File: src/shared/host_irq_event_pkg.sv
// constants and types for the host interrupt event bits 22..6
// Functional notes
// - lost cycle: two synchs without cycle start
// - lost cycle may be predicted early
// - seconds bit 6 change sets 64s flag
// - cycle count lsb toggle sets synch
// - phy status request sets phy flag
// - failed access flagged before next access
// - phy bus reset sets reinit flag
// - self-id stream done sets ident flag
// - bus reset clears ident flag same cycle
// - sticky ident set with primary, survives bus reset
// - bits 14..10 always read zero
// - lock reply without ack_complete sets error
// - host error on posted write sets error
// - receive summary is unlatched masked or
// - transmit summary is unlatched masked or
// - set on edge or set port, clear port clears
// - clear port read returns events and mask
package host_irq_event_pkg;
    localparam logic [7:0] set_port_offset = 8'h80;
    localparam logic [7:0] clear_port_offset = 8'h84;
    localparam int missed_cycle_bit = 22;
    localparam int sixty_four_sec_bit = 21;
    localparam int new_iso_cycle_bit = 20;
    localparam int phy_request_bit = 19;
    localparam int phy_clock_missing_bit = 18;
    localparam int bus_reinit_bit = 17;
    localparam int node_ident_done_bit = 16;
    localparam int node_ident_sticky_bit = 15;
    localparam int atomic_reply_error_bit = 9;
    localparam int buffered_write_error_bit = 8;
    localparam int iso_receive_bit = 7;
    localparam int iso_transmit_bit = 6;
    localparam int seconds_watch_bit = 6;
    localparam logic [31:0] latched_mask = 32'h007f_8300;
    localparam logic [31:0] event_reset = 32'h0000_0000;
    localparam int iso_context_count = 8;
    localparam int source_count = 11;
    typedef enum logic [1:0] {
        cycle_idle,
        cycle_wait_start,
        cycle_wait_gap
    } cycle_state_type;
endpackage

File: src/logic/rise_detect.sv
// rising-edge detectors for the latched event sources
`timescale 1ns/10ps
`default_nettype none
module rise_detect #(
    parameter int width = 11
) (
    input wire logic i_core_clk,
    input wire logic i_reset_n,
    input wire logic i_enable,
    input wire logic [width-1:0] i_level,
    output logic [width-1:0] o_rise
);
    logic [width-1:0] last;
    logic [width-1:0] next_last;
    always_comb begin
        next_last = i_enable ? i_level : last;
    end
    always_ff @(posedge i_core_clk or negedge i_reset_n) begin
        if (!i_reset_n) begin
            last <= '0;
        end else begin
            last <= next_last;
        end
    end
    assign o_rise = i_level & ~last & {width{i_enable}};
endmodule
`default_nettype wire

File: src/logic/host_interrupt_event_bits.sv
// interrupt event bits 22..6 with set and clear ports
`timescale 1ns/10ps
`default_nettype none
module host_interrupt_event_bits #(
    parameter int iso_contexts = host_irq_event_pkg::iso_context_count
) (
    input wire logic i_core_clk,
    input wire logic i_reset_n,
    input wire logic i_clk_en,
    input wire logic i_reg_wr,
    input wire logic i_reg_rd,
    input wire logic [7:0] i_reg_addr,
    input wire logic [31:0] i_reg_wdata,
    output logic [31:0] o_reg_rdata,
    output logic o_reg_rvalid,
    input wire logic [31:0] i_int_mask,
    input wire logic i_cycle_count_lsb,
    input wire logic [6:0] i_cycle_seconds,
    input wire logic i_cycle_start_seen,
    input wire logic i_subaction_gap,
    input wire logic i_arb_reset_gap,
    input wire logic i_phy_status_irq,
    input wire logic i_phy_clock_present,
    input wire logic i_reg_access,
    input wire logic i_phy_bus_reset,
    input wire logic i_self_id_done,
    input wire logic i_lock_reply_no_ack,
    input wire logic i_posted_write_host_error,
    input wire logic [iso_contexts-1:0] i_iso_rx_event,
    input wire logic [iso_contexts-1:0] i_iso_rx_mask,
    input wire logic [iso_contexts-1:0] i_iso_tx_event,
    input wire logic [iso_contexts-1:0] i_iso_tx_mask,
    output logic [31:0] o_events
);
    import host_irq_event_pkg::*;

    // ********************************
    // cycle timing sources
    // ********************************
    logic lsb_last;
    logic next_lsb_last;
    logic sec_last;
    logic next_sec_last;
    logic cycle_synch;
    logic sec_change;
    logic missed;
    cycle_state_type cstate;
    cycle_state_type next_cstate;

    assign cycle_synch = i_clk_en && (i_cycle_count_lsb != lsb_last);
    assign sec_change = i_clk_en &&
        (i_cycle_seconds[seconds_watch_bit] != sec_last);

    always_comb begin
        next_lsb_last = i_clk_en ? i_cycle_count_lsb : lsb_last;
        next_sec_last = i_clk_en ? i_cycle_seconds[seconds_watch_bit]
                                 : sec_last;
        next_cstate = cstate;
        missed = 1'b0;
        if (i_clk_en) begin
            case (cstate)
                cycle_idle: begin
                    if (cycle_synch) begin
                        next_cstate = cycle_wait_gap;
                    end
                end
                cycle_wait_gap, cycle_wait_start: begin
                    if (i_cycle_start_seen) begin
                        next_cstate = cycle_synch ? cycle_wait_gap
                                                  : cycle_idle;
                    end else if (cycle_synch) begin
                        missed = 1'b1;
                        next_cstate = cycle_wait_gap;
                    end else if (i_arb_reset_gap) begin
                        missed = 1'b1;
                        next_cstate = cycle_idle;
                    end else if (cstate == cycle_wait_start) begin
                        missed = 1'b1;
                        next_cstate = cycle_idle;
                    end else if (i_subaction_gap) begin
                        next_cstate = cycle_wait_start;
                    end
                end
                default: begin
                    next_cstate = cycle_idle;
                end
            endcase
        end
    end

    always_ff @(posedge i_core_clk or negedge i_reset_n) begin
        if (!i_reset_n) begin
            lsb_last <= 1'b0;
            sec_last <= 1'b0;
            cstate <= cycle_idle;
        end else begin
            lsb_last <= next_lsb_last;
            sec_last <= next_sec_last;
            cstate <= next_cstate;
        end
    end

    // ********************************
    // access failure capture
    // ********************************
    // level high in the access cycle itself
    logic access_fail;
    assign access_fail = i_reg_access && !i_phy_clock_present;

    // ********************************
    // edge detection of level sources
    // ********************************
    logic [source_count-1:0] levels;
    logic [source_count-1:0] rises;
    assign levels = {i_phy_status_irq, access_fail, i_phy_bus_reset,
                     i_self_id_done, i_lock_reply_no_ack,
                     i_posted_write_host_error, 5'h00};

    rise_detect #(
        .width(source_count)
    ) u_rise (
        .i_core_clk(i_core_clk),
        .i_reset_n(i_reset_n),
        .i_enable(i_clk_en),
        .i_level(levels),
        .o_rise(rises)
    );

    // ********************************
    // event register
    // ********************************
    logic [31:0] events;
    logic [31:0] next_events;
    logic [31:0] hw_set;
    logic [31:0] sw_set;
    logic [31:0] sw_clr;
    logic [31:0] view;
    logic [31:0] next_rdata;
    logic next_rvalid;

    always_comb begin
        hw_set = '0;
        hw_set[missed_cycle_bit] = missed;
        hw_set[sixty_four_sec_bit] = sec_change;
        hw_set[new_iso_cycle_bit] = cycle_synch;
        hw_set[phy_request_bit] = rises[10];
        hw_set[phy_clock_missing_bit] = rises[9];
        hw_set[bus_reinit_bit] = rises[8];
        hw_set[node_ident_done_bit] = rises[7];
        hw_set[node_ident_sticky_bit] = rises[7];
        hw_set[atomic_reply_error_bit] = rises[6];
        hw_set[buffered_write_error_bit] = rises[5];
        sw_set = (i_clk_en && i_reg_wr && i_reg_addr == set_port_offset)
                 ? i_reg_wdata : 32'h0000_0000;
        sw_clr = (i_clk_en && i_reg_wr && i_reg_addr == clear_port_offset)
                 ? i_reg_wdata : 32'h0000_0000;
        next_events = ((events & ~sw_clr) | sw_set | hw_set) & latched_mask;
        if (hw_set[bus_reinit_bit]) begin
            next_events[node_ident_done_bit] = 1'b0;
        end
    end

    always_comb begin
        view = events;
        view[iso_receive_bit] = |(i_iso_rx_event & i_iso_rx_mask);
        view[iso_transmit_bit] = |(i_iso_tx_event & i_iso_tx_mask);
        next_rvalid = i_clk_en ? i_reg_rd : o_reg_rvalid;
        next_rdata = o_reg_rdata;
        if (i_clk_en && i_reg_rd) begin
            if (i_reg_addr == clear_port_offset) begin
                next_rdata = view & i_int_mask;
            end else if (i_reg_addr == set_port_offset) begin
                next_rdata = view;
            end else begin
                next_rdata = 32'h0000_0000;
            end
        end
    end

    always_ff @(posedge i_core_clk or negedge i_reset_n) begin
        if (!i_reset_n) begin
            events <= event_reset;
            o_reg_rdata <= 32'h0000_0000;
            o_reg_rvalid <= 1'b0;
            o_events <= 32'h0000_0000;
        end else begin
            events <= next_events;
            o_reg_rdata <= next_rdata;
            o_reg_rvalid <= next_rvalid;
            o_events <= i_clk_en ? view : o_events;
        end
    end
endmodule
`default_nettype wire

File: config.mk
export PLATFORM = sky130hd
export DESIGN_NAME = host_interrupt_event_bits
export DESIGN_NICKNAME = d
export VERILOG_FILES = /design/src/shared/host_irq_event_pkg.sv /design/src/logic/rise_detect.sv /design/src/logic/host_interrupt_event_bits.sv
export SDC_FILE = /design/constraint.sdc
export NUM_CORES = 1
export LEC_CHECK = 0
export CAP_MARGIN = 0
export CORE_ASPECT_RATIO = 0.9
export CORE_MARGIN = 1
export CORE_UTILIZATION = 46
export CTS_CLUSTER_SIZE = 28
export DETAILED_ROUTE_END_ITERATION = 8
export DONT_BUFFER_PORTS = 1
export PLACE_DENSITY_LB_ADDON = 0.25
export SYNTH_ARGS = -nofsm -noshare
export SYNTH_HDL_FRONTEND = slang
export SYNTH_SLANG_ARGS = --single-unit
File: constraint.sdc
create_clock -name i_core_clk -period 2.7 [get_ports i_core_clk]
set_input_delay 0.54 -clock i_core_clk [delete_from_list [all_inputs] [get_ports i_core_clk]]
set_output_delay 0.54 -clock i_core_clk [all_outputs]
set_load 0.02 [all_outputs]
==> results.md, run 1 <==
- Status: completed
- Yosys top cell area share: 0.4564
- CP max stage cell: or4b_2
- Min-Delay Path Class: input port to asynchronous set/reset pin
- Clock Skew: 0.004798 ns
- RSZ-0062 raised after global routing: false
- Die H: 71.48 um
- DR WL/cell: 18.59 um
- PostCTS Resize Cnt: 0
- Cell class contributing the biggest share of worst-path delay: simple AND/OR/NAND/NOR gates
- First-pass GRT wire length: 7.941 mm
- Crit path cell chain: inv_1, ha_1, or4b_2, or4_1, a21oi_1
- Root buffer cell: clkbuf_8
- Rel. slew slack: 0.6575
- Share of post-route cells with drive strength above 1: 0.1545
- Number of synthesized flops with an enable pin: 0
- Max-cap viol count: 0
- Area Growth Syn to Fin: 1.724%
- Post-route ant nets: 0
- Diodes inserted: 0
- Critical Path AT: 2.22 ns
- Die W: 79.20 um
- I/O Pins: 192
- DRT Pass-1 Iters: 4
- Ys flop type: dfrtp_1
- Post-synth top area cell: dfrtp_1
- Critical path peak fanout: 4
- Total GRT Usage: 0.1885
- Post-DP HPWL: 3.852 mm
- IR drop worst, VDD: 0.3479 mV
- YS warnings: 0
- Post-synth ARST share: 1.000
- Final Net Count: 351
- Number of clock sinks: 45
- Mapped Area: 2467 sq um
- Synth Instances: 221
- First DRT Iteration DRCs: 71
- Via count: 1604
- WP data required: 2.92 ns
- Via-per-instance ratio: 5.628
- CP startpoint kind: register
- CP max stage delay: 0.57 ns
- Hold slack: 0.07673 ns
- Netlist cell types: 39
- CTS tree: yes
- Clock Pin Slew Worst Setup and Hold Paths: 0.08 ns
- Setup crit end kind: register
- Final Setup Violations: 0
- Die Area: 5661 sq um
- CTS buffer count: 5
- Initial Utilization: 0.4920
- #FFs+latches synth: 45
- GRT overflow: 0
- Total power draw: 1.476 mW
- Final Hold Viols: 0
- Leak: 1.025 nW
- Ranking of synthesized cells by area: dfrtp_1, buf_4, mux2_2
- Achievable Freq: 0.5008 GHz
- Routed WL: 5.298 mm
- Row Count: 24
- CP Class: register to register
- Setup TNS: 0 ns
- DRC: 0
- Initial antenna violation count: 0
- Pins Over Slew Limit: 0
- Core area: 5015 sq um
- CTS max path bufs: 2
- Buffers on Ports: 0
- Worst skew pair latency: 0.30 ns
- CTS H-Tree Depth: 2
- Final Cycle Share: 0.7396
- Slew @ Worst Pin: 0.5137 ns
- Largest net degree at the start of global routing: 46
- Final min period: 1.997 ns
- Final Wtd Congestion: 0.7131
- Post-synthesis sequential area ratio: 0.4564
- CP bufs+invs: 1
- Synth Area per Inst: 11.16 sq um
- Vias in the first global route: 1530
- Power Density: 588.0 nW/um^2
## cells in the mapped netlist (3+ instances only)
cell type	instances
mux2_2	20
nand2_1	3
a22oi_1	8
ha_1	4
buf_4	40
inv_1	12
dfrtp_1	45
o311ai_1	8
nand2b_1	13
clkbuf_1	8
nand3b_1	6
o41ai_1	8
a32o_1	12
## layer usage
metal	GRT usage	share of wire	up-vias
met3	0.04968	0.073	6
met1	0.2313	0.42	786
met4	0.04848	0.0079	0
met2	0.3295	0.50	84
met5	0	0	-
li1	-	-	728
## state kept, by name, indices dropped and copies added, names as in the netlist
register,count
cstate,2
lsb_last,1
o_events,12
u_rise.last,6
o_reg_rvalid,1
events,10
o_reg_rdata,12
sec_last,1
## where the power goes
part	switching, mW	leakage (nW)	total, mW	internal (mW)
combinational	0.133	0.470	0.221	0.0884
clock	0.225	0.0540	0.494	0.269
sequential	0.0464	0.501	0.761	0.715
## repair_timing
item                                   CTS  global route
endpoints found under the hold margin   45             0
setup buffers                            0             0
hold buffers                             1             0
## layout make-up
class / instances / area, sq um
clock buffers: 5 / 68.82
clock inverters: 2 / 35.03
fillers: 458 / 2505
inverters: 12 / 45.04
multi-input cells: 152 / 1104
flip-flops and latches: 45 / 1126
well taps: 65 / 81.33
repair buffers: 4 / 50.05
## cell usage in the layout, fill, tap and decap left out, types with 2 or more instances in the layout
cell type  count
a21oi_1        2
a22oi_1        8
a32o_1        12
buf_4          3
clkbuf_8       5
conb_1        40
dfrtp_1       45
ha_1           4
inv_1         12
mux2_2        20
nand2_1        3
nand2b_1      13
nand3b_1       6
nand4_1        2
nor2b_1        2
o21ai_0        2
o311ai_1       8
o41ai_1        8
or3_1          2
or4_1          2
xor2_1         2
## path summary, 6_finish.rpt
path,start,end,slack (ns),cells past startpoint
max in group asynchronous,i_reset_n,o_reg_rdata[7],2.42,1
hold / removal,i_reset_n,o_events[21],0.08,1
min in group i_core_clk,i_clk_en,o_reg_rvalid,0.35,1
setup / recovery,cstate[0],cstate[0],0.70,5
setup reg to reg,cstate[0],cstate[0],0.70,5
hold reg to reg,u_rise.last[9],u_rise.last[9],0.50,1
## per-stage QoR
| stage | utilization | area, sq um | setup slack [ns] | cells |
|---|---|---|---|---|
| after floorplan | - | 2614 | 0.8071 | 260 |
| after global placement | 0.4743 | 2379 | 0.5637 | 277 |
| after detailed placement | 0.4743 | 2379 | 0.4818 | 277 |
| after CTS | 0.5005 | 2510 | 0.6955 | 285 |
| after global routing | 0.5005 | 2510 | 0.6275 | 285 |
| final | 0.5005 | 2510 | 0.7031 | 285 |
## cell families (layout without fill, tap and decap cells)
kind of cell	after synthesis	in the layout	synth area share
simple gates	39	39	0.1045
flops	45	45	0.4564
buf+inv	63	23	0.1577
mux	21	21	0.09534
xor+xnor	2	2	0.007101
other cells	1	40	0.001520
compound gates	46	46	0.1572
fa+ha+maj	4	4	0.02028
Note: power is estimated with default switching activity, not from simulation.
==> run 2, diff against run 1 <==
- clock period: 2.7 -> 1.7 ns (I/O delays scaled with it)
==> run 2 against run 1 <==
Cell area up 5.1%. Routed wire length increased by 1.2%. Critical path type unchanged. The run now ends with negative setup slack left. Critical endpoint unchanged. Largest cell class is now multi-input combinational cells. First-iteration DRC count increased by 35%. Non-clock buffer count is 11 higher.
==> results.md, run 2 (synthesis gave the netlist of run 1 again) <==
- Violated checks: negative setup slack
- Commonest non-fill, non-tap cells in the layout: dfrtp_1, conb_1, mux2_2
- Min-Delay Path Class: input port to register
- RSZ-0062 raised after global routing: true
- Setup crit end kind: register
- # fillers: 443
- Reg2reg start: cstate[0]
- Final Wtd Congestion: 0.7538
- CTS buffer count: 5
- Clock Skew: 0.002812 ns
- Diodes inserted: 0
- Worst reg2reg setup slack: -0.11 ns
- Initial Utilization: 0.4920
- Critical Path AT: 2.04 ns
- Total GRT Usage: 0.1929
- DRT Pass-1 Iters: 4
- Post-route ant nets: 0
- WP data required: 1.93 ns
- Number of clock sinks: 45
- CTS H-Tree Depth: 2
- Via-per-instance ratio: 5.633
- Max-cap viol count: 0
- DRC: 0
- Final Setup Violations: 1
- R2R cell count: 5
- Die H: 71.48 um
- Largest net degree at the start of global routing: 46
- Via count: 1673
- Initial antenna violation count: 0
- Share of post-route cells with drive strength above 1: 0.2112
- I/O Pins: 192
- Final Cycle Share: 1.065
- CP Class: register to register
- Total power draw: 2.502 mW
- Critical path peak fanout: 4
- Final worst setup slack: -0.1104 ns
- CP max stage delay: 0.44 ns
- First DRT Iteration DRCs: 96
- Post-DP HPWL: 3.928 mm
- Hold slack: 0.1431 ns
- First-pass GRT wire length: 7.997 mm
- IR drop worst, VDD: 0.5803 mV
- Leak: 1.084 nW
- Final Hold Viols: 0
- Final min period: 1.810 ns
- Die W: 79.20 um
- Critical Path End: cstate[0]
- Routed WL: 5.359 mm
- Buffers on Ports: 0
- Final Net Count: 362
- Power Density: 948.5 nW/um^2
- CTS max path bufs: 2
- Top flop regs: o_events x12, o_reg_rdata x12, events x10
- CTS tree: yes
- Status: finished, violations left
- Commonest non-fill, non-tap cell in the layout: dfrtp_1
- CP startpoint kind: register
- Area Growth Syn to Fin: 6.897%
- Reg-to-reg endpoint: cstate[0]
- Pins Over Slew Limit: 0
- CP startpoint: cstate[0]
- Vias in the first global route: 1576
- CP max stage cell: or4b_4
- Clock Pin Slew Worst Setup and Hold Paths: 0.08 ns
- Crit path cell chain: inv_2, ha_4, or4b_4, or4_4, a21oi_2
- Row Count: 24
- Core area: 5015 sq um
- DR WL/cell: 18.04 um
- Achievable Freq: 0.5524 GHz
- Worst skew pair latency: 0.30 ns
- GRT overflow: 0
- Die Area: 5661 sq um
- Root buffer cell: clkbuf_8
## run 2: cell count changes in the layout (fill, tap and decap cells not counted), sizes merged
cell         previous run  this run
buf                     4        14
dlygate4sd3             0         1
clkinv                  1         0
clkbuf                  5         7
## run 2: critical path, delay by kind of cell, from the launching register on
family                   cells  cell delay (ns)
AND/OR/NAND/NOR              2             0.86
AO/OA/AOI/OAI                1             0.12
adder cells (fa/ha/maj)      1             0.26
flip-flops                   1             0.43
buffers and inverters        1             0.08
## run 2: layer usage
metal / global-route usage / up-vias / part of all wire
li1: - / 751 / -
met1: 0.2430 / 821 / 0.41
met2: 0.3218 / 91 / 0.50
met3: 0.05350 / 10 / 0.068
met4: 0.06263 / 0 / 0.017
met5: 0 / - / 0
## run 2: cell type report
class                      instances  area [sq um]  area share
clock buffer                       7         86.33     0.03273
timing repair buffer              15         135.1     0.05123
sequential                        45          1126      0.4269
inverter                          12         45.04     0.01708
multi-input combinational        152          1134      0.4298
clock inverter                     1         30.03     0.01139
tap                               65         81.33     0.03083
## run 2: power by group
part,internal [mW],switching (mW)
clock,0.479,0.362
sequential,1.13,0.0705
combinational,0.218,0.237
## run 2: worst min-delay path by stage
stage / start / cells past startpoint / slack [ns] / endpoint
finish: i_clk_en / 1 / 0.14 / o_reg_rvalid
global route: i_clk_en / 1 / 0.13 / o_reg_rvalid
CTS: i_clk_en / 1 / 0.13 / o_reg_rvalid
detailed placement: i_reset_n / 0 / 0.05 / sec_last
global placement: i_reset_n / 0 / 0.05 / sec_last
floorplan: i_reset_n / 0 / 0.04 / cstate[0]
## run 2: through the flow
stage	instance area [sq um]	worst slack [ns]	setup TNS, ns	util	cells
final	2638	-0.1104	-0.1104	0.5259	297
after floorplan	2618	-0.1462	-0.1462	-	260
after detailed placement	2450	-0.2267	-1.502	0.4885	286
after CTS	2624	-0.1193	-0.1193	0.5232	297
after global placement	2450	-0.2117	-1.153	0.4885	286
after global routing	2638	-0.1686	-0.1686	0.5259	297
## run 2: timing repair
action | in CTS | in global routing
endpoints found under the setup margin | 1 | 2
hold endpoints to repair | 45 | 0
pin swaps | 3 | 1
hold buffers | 2 | 0
buffers inserted | 1 | 0
resized for setup | 2 | 3
